==> config.mk <==
export PLATFORM = sky130hd
export DESIGN_NAME = acu_top
export DESIGN_NICKNAME = d
export VERILOG_FILES = /design/src/inc/acu_pkg.sv /design/src/logic/acu_div.sv /design/src/logic/acu_mul.sv /design/src/logic/acu_top.sv
export SDC_FILE = /design/constraint.sdc
export NUM_CORES = 2
export LEC_CHECK = 0
export BUFFER_PORTS_ARGS = -buffer_cell sky130_fd_sc_hd__clkbuf_2
export CAP_MARGIN = 20
export CELL_PAD_IN_SITES_DETAIL_PLACEMENT = 1
export CELL_PAD_IN_SITES_GLOBAL_PLACEMENT = 2
export CORE_UTILIZATION = 25
export DETAILED_ROUTE_END_ITERATION = 8
export PLACE_DENSITY_LB_ADDON = 0.1
export SLEW_MARGIN = 20
export SYNTH_ARGS = -nofsm -noshare
export SYNTH_HDL_FRONTEND = slang
export SYNTH_SLANG_ARGS = --single-unit
==> constraint.sdc <==
create_clock -name CLK_I -period 7.2 [get_ports CLK_I]
set_input_delay 0.72 -clock CLK_I [delete_from_list [all_inputs] [get_ports CLK_I]]
set_output_delay 0.72 -clock CLK_I [all_outputs]
set_load 0.1 [all_outputs]
==> src/inc/acu_pkg.sv <==
// constants, opcodes and states of the accumulator calculation unit
// assumes one synchronous clock domain; no software-visible registers
// Overview of operation
// - add: accumulator becomes accumulator plus selected register
// - subtract: accumulator becomes accumulator minus selected register
// - and, or, xor: accumulator combined bitwise with selected register
// - absolute value: selected register replaced by its magnitude
// - clear: selected register set to zero
// - copy: accumulator loaded from selected register, register untouched
// - indirect copy: selected register names the source for the accumulator
// - increment and decrement selected register in place
// - signed divide accumulator by low half of register, quotient kept
// - modulo: same division, remainder kept in accumulator
// - high-word load, sign extended into the accumulator
// - low-word load, sign extended into the accumulator
// - signed multiply, product into accumulator
// - unsigned multiply, product into accumulator
// - save: accumulator written into selected register
// - accumulator low half into register high half, low half kept
// - accumulator low half into register low half, high half kept
// - indirect save: selected register names the destination
// - shift left one, zero enters bit 0
// - arithmetic shift right one, bit 31 kept and copied to bit 30
// - logical shift right one, zero enters bit 31
// - subtract selected register from target and actual position
package acu_pkg;

    localparam int WORD_W = 32;
    localparam int HALF_W = 16;
    localparam int NUM_REGS_DEF = 32;
    localparam int ACC_IDX = 10;
    localparam int TGT_POS_IDX = 0;
    localparam int ACT_POS_IDX = 1;
    localparam logic [31:0] REG_RESET = 32'h0000_0000;
    localparam int ITER_CNT = 32;
    localparam int OP_W = 5;

    typedef enum logic [4:0] {
        OP_ADD = 5'h00,
        OP_SUB = 5'h01,
        OP_AND = 5'h02,
        OP_OR = 5'h03,
        OP_XOR = 5'h04,
        OP_ABS = 5'h05,
        OP_CLR = 5'h06,
        OP_COPY = 5'h07,
        OP_COPY_IND = 5'h08,
        OP_INC = 5'h09,
        OP_DEC = 5'h0a,
        OP_DIV = 5'h0b,
        OP_MOD = 5'h0c,
        OP_LOAD_HI = 5'h0d,
        OP_LOAD_LO = 5'h0e,
        OP_MUL_S = 5'h0f,
        OP_MUL_U = 5'h10,
        OP_SAVE = 5'h11,
        OP_SAVE_LH = 5'h12,
        OP_SAVE_LL = 5'h13,
        OP_SAVE_IND = 5'h14,
        OP_SHL = 5'h15,
        OP_SHR_A = 5'h16,
        OP_SHR_L = 5'h17,
        OP_POS_SUB = 5'h18
    } acu_op_t;

    typedef enum logic [1:0] {
        ST_IDLE = 2'b00,
        ST_EXEC = 2'b01,
        ST_WAIT = 2'b10
    } acu_state_t;

endpackage

==> src/logic/acu_div.sv <==
// signed 32 by 16 restoring divider, quotient and remainder
// assumes a nonzero divisor; the caller screens out division by zero
`timescale 1ns/1ns
`default_nettype none
module acu_div (
    input wire logic clk_i,
    input wire logic rst_b_i,
    input wire logic go_i,
    input wire logic [31:0] num_i,
    input wire logic [15:0] den_i,
    output logic done_o,
    output logic [31:0] quot_o,
    output logic [31:0] rem_o
);
    logic [31:0] q_reg;
    logic [16:0] r_reg;
    logic [15:0] d_reg;
    logic q_neg_reg;
    logic r_neg_reg;
    logic [5:0] cnt_reg;
    logic busy_reg;
    logic [16:0] r_sh;
    logic [16:0] r_dif;
    logic [31:0] q_nx;
    logic [16:0] r_nx;

    // one quotient bit per cycle, magnitudes only
    assign r_sh = {r_reg[15:0], q_reg[31]};
    assign r_dif = r_sh - {1'b0, d_reg};
    assign q_nx = {q_reg[30:0], !r_dif[16]};
    assign r_nx = r_dif[16] ? r_sh : r_dif;

    always_ff @(posedge clk_i or negedge rst_b_i) begin
        if (!rst_b_i) begin
            q_reg <= '0;
            r_reg <= '0;
            d_reg <= '0;
            q_neg_reg <= 1'b0;
            r_neg_reg <= 1'b0;
            cnt_reg <= '0;
            busy_reg <= 1'b0;
            done_o <= 1'b0;
            quot_o <= '0;
            rem_o <= '0;
        end else begin
            done_o <= 1'b0;
            if (go_i) begin
                q_reg <= num_i[31] ? 32'h0 - num_i : num_i;
                d_reg <= den_i[15] ? 16'h0 - den_i : den_i;
                r_reg <= '0;
                q_neg_reg <= num_i[31] ^ den_i[15];
                r_neg_reg <= num_i[31];
                cnt_reg <= '0;
                busy_reg <= 1'b1;
            end else if (busy_reg) begin
                r_reg <= r_nx;
                q_reg <= q_nx;
                cnt_reg <= cnt_reg + 6'h01;
                // results land together with done, so the caller can write
                // them in the done cycle; truncation toward zero, remainder
                // follows the dividend sign
                if (cnt_reg == 6'(acu_pkg::ITER_CNT - 1)) begin
                    busy_reg <= 1'b0;
                    done_o <= 1'b1;
                    quot_o <= q_neg_reg ? 32'h0 - q_nx : q_nx;
                    rem_o <= r_neg_reg ? 32'h0 - {15'h0, r_nx}
                                       : {15'h0, r_nx};
                end
            end
        end
    end
endmodule
`default_nettype wire

==> src/logic/acu_mul.sv <==
// iterative shift-and-add multiplier keeping the low product word
// operands are latched at go, so they need only be valid in that cycle
`timescale 1ns/1ns
`default_nettype none
module acu_mul #(
    parameter int W = 32
) (
    input wire logic clk_i,
    input wire logic rst_b_i,
    input wire logic go_i,
    input wire logic [W-1:0] a_i,
    input wire logic [W-1:0] b_i,
    output logic done_o,
    output logic [W-1:0] prod_o
);
    logic [W-1:0] mcand_reg;
    logic [W-1:0] mplier_reg;
    logic [5:0] cnt_reg;
    logic busy_reg;

    // low word is the same for signed and unsigned operands, so one
    // datapath serves both multiply flavours
    always_ff @(posedge clk_i or negedge rst_b_i) begin
        if (!rst_b_i) begin
            mcand_reg <= '0;
            mplier_reg <= '0;
            prod_o <= '0;
            cnt_reg <= '0;
            busy_reg <= 1'b0;
            done_o <= 1'b0;
        end else begin
            done_o <= 1'b0;
            if (go_i) begin
                mcand_reg <= a_i;
                mplier_reg <= b_i;
                prod_o <= '0;
                cnt_reg <= '0;
                busy_reg <= 1'b1;
            end else if (busy_reg) begin
                if (mplier_reg[0]) begin
                    prod_o <= prod_o + mcand_reg; // wraps
                end
                mcand_reg <= {mcand_reg[W-2:0], 1'b0};
                mplier_reg <= {1'b0, mplier_reg[W-1:1]};
                cnt_reg <= cnt_reg + 6'h01;
                if (cnt_reg == 6'(acu_pkg::ITER_CNT - 1)) begin
                    busy_reg <= 1'b0;
                    done_o <= 1'b1;
                end
            end
        end
    end
endmodule
`default_nettype wire

==> src/logic/acu_top.sv <==
// accumulator calculation unit: register file plus one-operation engine
// assumes the sequencer waits for done before issuing the next command
`timescale 1ns/1ns
`default_nettype none
module acu_top #(
    parameter int NUM_REGS = acu_pkg::NUM_REGS_DEF,
    parameter int IDX_W = $clog2(NUM_REGS)
) (
    input wire logic CLK_I,
    input wire logic RST_B_I,
    input wire logic START_I,
    input wire logic [acu_pkg::OP_W-1:0] OP_I,
    input wire logic [IDX_W-1:0] SEL_I,
    input wire logic WR_EN_I,
    input wire logic [IDX_W-1:0] WR_SEL_I,
    input wire logic [31:0] WR_DATA_I,
    input wire logic [IDX_W-1:0] RD_SEL_I,
    output logic BUSY_O,
    output logic DONE_O,
    output logic ERR_O,
    output logic [31:0] RD_DATA_O,
    output logic [31:0] ACC_O
);
    localparam logic [IDX_W-1:0] ACC = IDX_W'(acu_pkg::ACC_IDX);
    localparam logic [IDX_W-1:0] TGT = IDX_W'(acu_pkg::TGT_POS_IDX);
    localparam logic [IDX_W-1:0] ACT = IDX_W'(acu_pkg::ACT_POS_IDX);

    logic [31:0] regs [NUM_REGS];
    acu_pkg::acu_state_t state_reg;
    acu_pkg::acu_state_t state_next;
    acu_pkg::acu_op_t op_reg;
    logic [IDX_W-1:0] sel_reg;
    logic [31:0] a_reg;
    logic [31:0] b_reg;
    logic done_reg;
    logic err_reg;

    logic start_ok;
    logic sel_ok;
    logic ext_wr;
    logic ptr_ok;
    logic [IDX_W-1:0] ptr_idx;
    logic wr_en;
    logic [IDX_W-1:0] wr_idx;
    logic [31:0] wr_data;
    logic pos_en;
    logic fin;
    logic fin_err;
    logic mul_go;
    logic div_go;
    logic mul_done;
    logic div_done;
    logic [31:0] prod;
    logic [31:0] quot;
    logic [31:0] rem;

    // a command is only taken while idle
    assign start_ok = START_I && (state_reg == acu_pkg::ST_IDLE);
    assign sel_ok = 32'(SEL_I) < 32'(NUM_REGS);
    assign BUSY_O = (state_reg != acu_pkg::ST_IDLE);
    assign DONE_O = done_reg;
    assign ERR_O = err_reg;

    // external writes lose to a start in the same cycle and are dropped while busy
    assign ext_wr = WR_EN_I && !START_I && !BUSY_O
                    && (32'(WR_SEL_I) < 32'(NUM_REGS));

    // pointer held in the selected register, checked against the file size
    assign ptr_ok = b_reg < 32'(NUM_REGS);
    assign ptr_idx = b_reg[IDX_W-1:0];

    acu_mul #(
        .W(acu_pkg::WORD_W)
    ) u_mul (
        .clk_i(CLK_I),
        .rst_b_i(RST_B_I),
        .go_i(mul_go),
        .a_i(a_reg),
        .b_i(b_reg),
        .done_o(mul_done),
        .prod_o(prod)
    );

    acu_div u_div (
        .clk_i(CLK_I),
        .rst_b_i(RST_B_I),
        .go_i(div_go),
        .num_i(a_reg),
        .den_i(b_reg[acu_pkg::HALF_W-1:0]),
        .done_o(div_done),
        .quot_o(quot),
        .rem_o(rem)
    );

    // operation decode: one write port plus the dual position update
    always_comb begin
        wr_en = 1'b0;
        wr_idx = ACC;
        wr_data = a_reg;
        pos_en = 1'b0;
        fin = 1'b0;
        fin_err = 1'b0;
        mul_go = 1'b0;
        div_go = 1'b0;
        state_next = state_reg;
        unique case (state_reg)
            acu_pkg::ST_IDLE: begin
                if (start_ok) begin
                    state_next = acu_pkg::ST_EXEC;
                end
            end
            acu_pkg::ST_EXEC: begin
                fin = 1'b1;
                state_next = acu_pkg::ST_IDLE;
                wr_en = 1'b1;
                unique case (op_reg)
                    acu_pkg::OP_ADD: wr_data = a_reg + b_reg;
                    acu_pkg::OP_SUB: wr_data = a_reg - b_reg;
                    acu_pkg::OP_AND: wr_data = a_reg & b_reg;
                    acu_pkg::OP_OR: wr_data = a_reg | b_reg;
                    acu_pkg::OP_XOR: wr_data = a_reg ^ b_reg;
                    acu_pkg::OP_ABS: begin
                        wr_idx = sel_reg;
                        // most negative value wraps onto itself
                        wr_data = b_reg[31] ? 32'h0 - b_reg : b_reg;
                    end
                    acu_pkg::OP_CLR: begin
                        wr_idx = sel_reg;
                        wr_data = 32'h0000_0000;
                    end
                    acu_pkg::OP_COPY: wr_data = b_reg;
                    acu_pkg::OP_COPY_IND: begin
                        wr_en = ptr_ok;
                        fin_err = !ptr_ok;
                        wr_data = ptr_ok ? regs[ptr_idx] : a_reg;
                    end
                    acu_pkg::OP_INC: begin
                        wr_idx = sel_reg;
                        wr_data = b_reg + 32'h1;
                    end
                    acu_pkg::OP_DEC: begin
                        wr_idx = sel_reg;
                        wr_data = b_reg - 32'h1;
                    end
                    acu_pkg::OP_DIV,
                    acu_pkg::OP_MOD: begin
                        wr_en = 1'b0;
                        // zero divisor ends at once, accumulator untouched
                        if (b_reg[15:0] == 16'h0000) begin
                            fin_err = 1'b1;
                        end else begin
                            fin = 1'b0;
                            div_go = 1'b1;
                            state_next = acu_pkg::ST_WAIT;
                        end
                    end
                    acu_pkg::OP_LOAD_HI:
                        wr_data = {{16{b_reg[31]}}, b_reg[31:16]};
                    acu_pkg::OP_LOAD_LO:
                        wr_data = {{16{b_reg[15]}}, b_reg[15:0]};
                    acu_pkg::OP_MUL_S,
                    acu_pkg::OP_MUL_U: begin
                        wr_en = 1'b0;
                        fin = 1'b0;
                        mul_go = 1'b1;
                        state_next = acu_pkg::ST_WAIT;
                    end
                    acu_pkg::OP_SAVE: begin
                        wr_idx = sel_reg;
                        wr_data = a_reg;
                    end
                    acu_pkg::OP_SAVE_LH: begin
                        wr_idx = sel_reg;
                        wr_data = {a_reg[15:0], b_reg[15:0]};
                    end
                    acu_pkg::OP_SAVE_LL: begin
                        wr_idx = sel_reg;
                        wr_data = {b_reg[31:16], a_reg[15:0]};
                    end
                    acu_pkg::OP_SAVE_IND: begin
                        wr_en = ptr_ok;
                        fin_err = !ptr_ok;
                        wr_idx = ptr_idx;
                        wr_data = a_reg;
                    end
                    acu_pkg::OP_SHL: begin
                        wr_idx = sel_reg;
                        wr_data = {b_reg[30:0], 1'b0};
                    end
                    acu_pkg::OP_SHR_A: begin
                        wr_idx = sel_reg;
                        wr_data = {b_reg[31], b_reg[31:1]};
                    end
                    acu_pkg::OP_SHR_L: begin
                        wr_idx = sel_reg;
                        wr_data = {1'b0, b_reg[31:1]};
                    end
                    acu_pkg::OP_POS_SUB: begin
                        wr_en = 1'b0;
                        pos_en = 1'b1;
                    end
                    default: begin
                        wr_en = 1'b0;
                        fin_err = 1'b1;
                    end
                endcase
            end
            acu_pkg::ST_WAIT: begin
                if (mul_done || div_done) begin
                    fin = 1'b1;
                    wr_en = 1'b1;
                    state_next = acu_pkg::ST_IDLE;
                end
                if (mul_done) begin
                    wr_data = prod;
                end else if (op_reg == acu_pkg::OP_MOD) begin
                    wr_data = rem;
                end else begin
                    wr_data = quot;
                end
            end
            default: begin
                state_next = acu_pkg::ST_IDLE;
            end
        endcase
    end

    // sequencing
    always_ff @(posedge CLK_I or negedge RST_B_I) begin
        if (!RST_B_I) begin
            state_reg <= acu_pkg::ST_IDLE;
        end else begin
            state_reg <= state_next;
        end
    end

    // operands latched at start; an out-of-range selection reads zero
    always_ff @(posedge CLK_I or negedge RST_B_I) begin
        if (!RST_B_I) begin
            op_reg <= acu_pkg::OP_ADD;
            sel_reg <= '0;
            a_reg <= '0;
            b_reg <= '0;
        end else if (start_ok) begin
            op_reg <= acu_pkg::acu_op_t'(OP_I);
            sel_reg <= SEL_I;
            a_reg <= regs[ACC];
            b_reg <= sel_ok ? regs[SEL_I] : 32'h0000_0000;
        end
    end

    // register file; the accumulator is simply one of its entries
    always_ff @(posedge CLK_I or negedge RST_B_I) begin
        if (!RST_B_I) begin
            for (int i = 0; i < NUM_REGS; i++) begin
                regs[i] <= acu_pkg::REG_RESET; // 32-bit words
            end
        end else if (ext_wr) begin
            regs[WR_SEL_I] <= WR_DATA_I;
        end else if (pos_en) begin
            regs[TGT] <= regs[TGT] - b_reg;
            regs[ACT] <= regs[ACT] - b_reg;
        end else if (wr_en && (32'(wr_idx) < 32'(NUM_REGS))) begin
            regs[wr_idx] <= wr_data;
        end
    end

    // completion pulse and error flag, both one cycle wide
    always_ff @(posedge CLK_I or negedge RST_B_I) begin
        if (!RST_B_I) begin
            done_reg <= 1'b0;
            err_reg <= 1'b0;
        end else begin
            done_reg <= fin;
            err_reg <= fin && (fin_err || !(32'(sel_reg) < 32'(NUM_REGS)));
        end
    end

    // observation ports, registered so they never glitch
    always_ff @(posedge CLK_I or negedge RST_B_I) begin
        if (!RST_B_I) begin
            RD_DATA_O <= '0;
            ACC_O <= '0;
        end else begin
            RD_DATA_O <= (32'(RD_SEL_I) < 32'(NUM_REGS)) ? regs[RD_SEL_I]
                                                         : 32'h0000_0000;
            ACC_O <= regs[ACC];
        end
    end
endmodule
`default_nettype wire

# After elaboration in Yosys (flattened, before gate mapping)
# Index checks and enable logic that the tools add are counted.
[classes]
eq_ne = 31
magnitude_cmp = 8
addsub = 15
muxes = 79
n_reduce_logical = 30
bitwise_logic = 10
[ops]
columns = ["cell", "n"]
rows = [
  ["1024-bit bitwise mux", 2],
  ["1024-bit two-way mux", 2],
  ["960-bit two-way mux", 1],
  ["32-bit two-way mux", 24],
  ["32-bit one-hot mux with 18 select lines", 1],
  ["32-bit binary-select mux with 5-bit select", 3],
  ["32-bit demux with 5-bit select", 2],
  ["1-bit by 32-bit subtractor with 32-bit output (first input constant)", 3],
  ["32-bit subtractor", 3],
  ["32-bit adder", 2],
  ["64-bit two-way mux", 1],
  ["32-bit one-hot mux with 2 select lines", 1],
  ["16-bit two-way mux", 3],
  ["5-bit equality test (second input constant)", 9],
  ["5-bit by 4-bit equality test with 1-bit output (second input constant)", 8],
  ["32-bit by 1-bit adder with 32-bit output (second input constant)", 1],
  ["32-bit AND", 1],
  ["32-bit by 6-bit less-than comparator with 1-bit output (second input constant)", 1],
  ["32-bit bitwise OR", 1],
  ["32-bit by 1-bit subtractor with 32-bit output (second input constant)", 1],
  ["32-bit XOR", 1],
  ["6-bit greater-or-equal comparator (second input constant)", 5],
  ["5-bit NOT with 6-bit output", 5],
  ["6-bit two-way mux", 4],
  ["37 further kinds", 88],
]
[totals]
reg_bits = 1408
wordCells = 230
output_inout_bits = 67

# Longest topological paths before layout
[logic_depth]
depth_word = 13
ltp_mapped = 27
ltp_nobuf = 26

# Cells and area by module
# From an unflattened synthesis, not the netlist that was laid out.
[hier_totals]
cells_unflattened = 10218
area_unflattened_um2 = 102732.3
[modules_own_cells]
columns = ["mod", "cells_each", "area_per_inst_um2", "n_inst", "seq_area_each_um2"]
rows = [
  ["acu_top", 8686, 88909.0, 1, 29178.0],
  ["acu_div", 895, 7882.6, 1, 3103.0],
  ["acu_mul", 637, 5940.7, 1, 2602.5],
]

# Worst setup path before layout
# Ideal clock, no wire load.
[synth_path]
path_type = "register to register"
from = "register u_div.q_reg[31]"
to = "register u_div.quot_o[30]"
arrival_ps = 5503
setup_ps = 133
required_time_ps = 7067
path_buffers = 2
path_slack_ps = 1564
stages_incl_launch_ff = 28
synth_period_minus_slack_ps = 5636
cell_sequence = "dfrtp_1 > inv_1 > ha_1 > inv_1 > fa_1 > a21o_1 > a21o_1 > a211oi_1 > o31a_1 > and2_1 > o21bai_1 > a21oi_1 > nor2b_1 > o21ai_0 > nand2b_1 > ha_1 > inv_1 > clkbuf_1 > clkbuf_1 > ha_1 > nand3b_1 > or3_2 > or3_1 > nor4_1 > nand2_1 > o41ai_1 > xor2_1 > o21ai_0"
[synth_between]
elab_chain_len = 4
[synth_rtl]
columns = ["element", "line", "text"]
rows = [
  ["start, declared", "acu_div.sv:15", "logic [31:0] q_reg;"],
  ["start signal, assigned", "acu_div.sv:48", "q_reg <= num_i[31] ? 32'h0 - num_i : num_i;"],
  ["start signal, assigned", "acu_div.sv:57", "q_reg <= q_nx;"],
  ["17-bit by 16-bit subtractor with 17-bit output", "acu_div.sv:29", "assign r_dif = r_sh - {1'b0, d_reg};"],
  ["1-bit logical NOT", "acu_div.sv:30", "assign q_nx = {q_reg[30:0], !r_dif[16]};"],
  ["via u_div.q_nx[0]", "acu_div.sv:24", "logic [31:0] q_nx;"],
  ["1-bit by 32-bit subtractor with 32-bit output", "acu_div.sv:65", "quot_o <= q_neg_reg ? 32'h0 - q_nx : q_nx;"],
  ["32-bit two-way mux", "acu_div.sv:65", ""],
  ["end signal, assigned", "acu_div.sv:65", ""],
  ["end, declared", "acu_div.sv:12", "output logic [31:0] quot_o,"],
]
# The timed path passes the listed nets, and every way through them passes these cells.
# A chain may end at the register's enable or synchronous reset.

# Worst setup path after layout
[layout_path]
from = "register a_reg[1]"
to = "register regs[27] (netlist bit)"
[layout_between]
elab_chain_len = 7
word_cells_on_any_way = 8
classes_between = "add/sub (2); mux (6)"
[layout_rtl]
columns = ["element", "line", "text"]
rows = [
  ["start, declared", "acu_top.sv:33", "logic [31:0] a_reg;"],
  ["start signal, assigned", "acu_top.sv:247", "a_reg <= regs[ACC];"],
  ["32-bit subtractor / 32-bit adder (equally long branches)", "acu_top.sv:118, acu_top.sv:117", ""],
  ["32-bit one-hot mux with 18 select lines (*)", "acu_top.sv:116", "unique case (op_reg)"],
  ["32-bit one-hot mux with 2 select lines (*)", "acu_top.sv:106", "unique case (state_reg)"],
  ["1024-bit bitwise mux (*)", "acu_top.sv:264", "regs[wr_idx] <= wr_data;"],
  ["1024-bit two-way mux (*)", "acu_top.sv:263", "end else if (wr_en && (32'(wr_idx) < 32'(NUM_REGS))) begin"],
  ["960-bit two-way mux (*)", "acu_top.sv:260", "end else if (pos_en) begin"],
  ["1024-bit two-way mux (*)", "acu_top.sv:258", "end else if (ext_wr) begin"],
  ["end signal, assigned by index", "acu_top.sv:261", "regs[TGT] <= regs[TGT] - b_reg;"],
  ["end signal, assigned by index", "acu_top.sv:262", "regs[ACT] <= regs[ACT] - b_reg;"],
  ["end signal, assigned by index", "acu_top.sv:264", ""],
  ["end, declared", "acu_top.sv:28", "logic [31:0] regs [NUM_REGS];"],
]
# Every way passes the cells marked *; elsewhere a longest branch is shown, timed or not. The select of a mux whose other input is x is not followed.

==> out/metrics.yaml <==
drc: 0
crit_required_ns: 8.06
slowest_delay_ns: 0.49
die_w_um: 638
hold_ws_ns: 0.0636
cp_max_fo: 32
cts_buffer_depth: 4
p_leak_nw: 44.8
vdd_ir_drop_max_v: 0.000303
cts_setup_buffers: 0
synth_area_leaders: "dfrtp_1, mux4_2, o221ai_1"
layout.nets: 9857
synth_edf_count: 0
grt_pass1_wl_um: 837000
cp-end-kind: "flop"
io_buffers: 122
timing.final.hold_violations: 0
async_flop_share: 1.00
rsz0062_at_grt: "false"
final.setup.tns_ns: 0
status: "finished clean"
comb_power_share: 0.594
yosysSeqAreaShare: 0.345
post-route-period-util: 0.965
total_power_mw: 62.0
cts_tree: "yes"
intPower_mw: 29.5
synth_area_um2: 101000
detailed_place_hpwl_um: 435000
cts_buffers: 195
synth_top_area_frac: 0.345
place_area_um2: 110000
fp.coreArea_um2: 403000
worstHoldPathCells: 3
worstPathCellList: "inv_1 > ha_1 > or3b_1 > or4_1 > nand2b_1 > nand2b_1 > nand2b_1 > nor3b_4 > nand3_1 > xnor2_1 > a21oi_1 > ha_1 > a21oi_1 > o21ai_0 > a221o_1 > a31oi_1 > nor3_1 > a211oi_1 > nand3_1 > o31ai_4 > buf_6 > o221ai_1 > o21a_1"
drive_gt1_frac: 0.226
routabilityCongestion: 0.908
critPathKind: "flop to flop"
min_period_ns: 6.95
grt_pass1_vias: 93467
ios: 123
final-max-slew-violation-count: 0
worst_path_most_repeated_cell: "nand2b_1"
top_register: "regs"
utilization: 0.289
antenna_found_initial: 68
yosys-top-cells-count: "dfrtp_1, nor2_1, mux4_2"
totalWireLength_um: 611000
busiest_layer: "met2"
grtUsageMet1: 0.392
grt-ovfl-total: 0
clock_latency_ns: 0.99
start_util: 0.251
grtUsageTotal: 0.294
r2r_cells: 23
nFillCells: 44429
vias_per_cell: 6.12
min_from: "WR_DATA_I[29]"
cts.sinks: 1394
grt_max_degree: 167
netlist_instances: 9751
areaGrowthSynthToFinish_pct: 15.3
setup_viol: 0
netSwitchingFraction: 0.524
drv_cap: 0
fmax_mhz: 144
use_met3: 0.0517
power_density_nw_per_um2: 532
cp.arrival_ns: 7.81
grt_use_met2: 0.480
p_switching_mw: 32.5
p_seq_frac: 0.239
root_buffer: "clkbuf_16"
synth-seq-cells: 1394
dieArea_um2: 407000
skew_ns: 0.101
antenna_left: 0
avgRoutedWirePerCell_um: 40.4
synth_most_common_cell: "dfrtp_1"
relSlewSlack: 0.155
hold_path_class: "primary input to flop"
clockPowerShare: 0.166
start_kind: "flop"
synth_area_per_cell_um2: 10.4
min_to: "regs[413]$_DFFE_PN0P_"
ys.warnings.count: 0
tightest_slew_ns: 1.27
yosysUniqueCellTypes: 100
largest_reg_flops: 1024
timing.reg2reg.setup_slack_ns: 0.25
cp_slowest_cell: "o31ai_4"
path_clk_slew_ns: 0.06
synth_nets: 10060
first_pass_iters: 6
synth_top_cell_by_area: "dfrtp_1"
num_vias: 92549
reg2reg_to: "regs[27]$_DFFE_PN0P_"
die_y_um: 638
worstReg2RegStart: "a_reg[1]$_DFFE_PN0P_"
fp-row-count: 233
design_area_um2: 116000
synth_ff_type: "dfrtp_1"
ctsHtreeMaxLevel: 4
drtIter0Drc: 10123
## per-layer routing
metal	part of all wire	vias to the layer above
li1	-	37284
met1	0.43	50467
met2	0.47	3919
met3	0.068	869
met4	0.040	10
met5	0.00011	-
## placed cells by master, fill, tap and decap left out, types with 38 or more instances in the layout
cell type / n
o21a_1: 503
nand2b_1: 48
a21oi_1: 588
and3_1: 44
mux2_2: 87
a22oi_1: 64
o221ai_1: 493
a21o_1: 57
o21ai_0: 506
mux2i_1: 158
a221o_1: 61
nand2_1: 710
ha_1: 246
a221oi_1: 253
nor2b_1: 46
nand4_1: 53
or3_1: 38
o211ai_1: 39
inv_1: 160
xnor2_1: 174
clkbuf_16: 197
dfrtp_1: 1387
xor2_1: 84
buf_4: 467
buf_12: 53
clkbuf_2: 112
clkbuf_8: 60
nand3_1: 88
nor2_1: 1109
a211oi_1: 43
mux4_2: 958
nor3_1: 56
## critical path: cells and delay by family, from the launching register on
family                     cells  cell delay (ns)
adders and majority gates      2             0.57
xor gates and xnor gates       1             0.17
DFF                            1             0.47
and+or+nand+nor                9             2.72
AOI/OAI and AO/OA              9             2.41
buffers and inverters          2             0.49
## cells by family after synthesis
logic type	synth area share
and+or+nand+nor	0.101
adders and majority gates	0.0318
xor gates and xnor gates	0.0225
muxes	0.239
DFF	0.345
AOI/OAI and AO/OA	0.213
buffers and inverters	0.0475
## stage by stage
step	std cells	setup slack, ns
finish	15123	0.253
global route	15100	0.0109
CTS	15095	0.136
detailed placement	14751	0.104
global placement	14746	0.261
floorplan	9751	1.56
## power by group through the flow
stage / logic (mW) / clock network, mW / registers [mW]
4_1_cts: 36.3 / 10.6 / 14.7
3_3_place_gp: 35.8 / 0 / 14.6
5_1_grt: 38.4 / 10.8 / 15.2
2_1_floorplan: 20.4 / 0 / 14.1
3_5_place_dp: 36.2 / 0 / 14.9
6_report: 36.8 / 10.3 / 14.8
## how the worst max path moves through the flow
stage / slack (ns) / start / cells past startpoint / end
2_1_floorplan: 1.56 / u_div.q_reg[31]$_DFFE_PN0P_ / 27 / u_div.quot_o[30]$_DFFE_PN0P_
3_5_place_dp: 0.10 / a_reg[1]$_DFFE_PN0P_ / 23 / regs[187]$_DFFE_PN0P_
5_1_grt: 0.01 / a_reg[1]$_DFFE_PN0P_ / 23 / regs[187]$_DFFE_PN0P_
4_1_cts: 0.14 / a_reg[1]$_DFFE_PN0P_ / 23 / regs[987]$_DFFE_PN0P_
6_report: 0.25 / a_reg[1]$_DFFE_PN0P_ / 23 / regs[27]$_DFFE_PN0P_
3_3_place_gp: 0.26 / a_reg[1]$_DFFE_PN0P_ / 23 / regs[27]$_DFFE_PN0P_
## layout make-up
type	count	area, µm²	share of cell area
multi-input cells	7145	62300	0.535
inverters	164	621	0.00533
clock inverters	52	628	0.00539
well taps	5405	6760	0.0581
clock buffers	288	5870	0.0504
diodes	27	67.6	0.000580
repair buffers	648	5340	0.0458
flip-flops and latches	1394	34900	0.300
## timing repair
action                                  4_1_cts  5_1_grt
endpoints found under the hold margin        82        0
hold buffers                                  4        0
endpoints found under the setup margin        0       32
gates resized for setup                       0        2
Note: power is estimated with default switching activity, not from simulation.
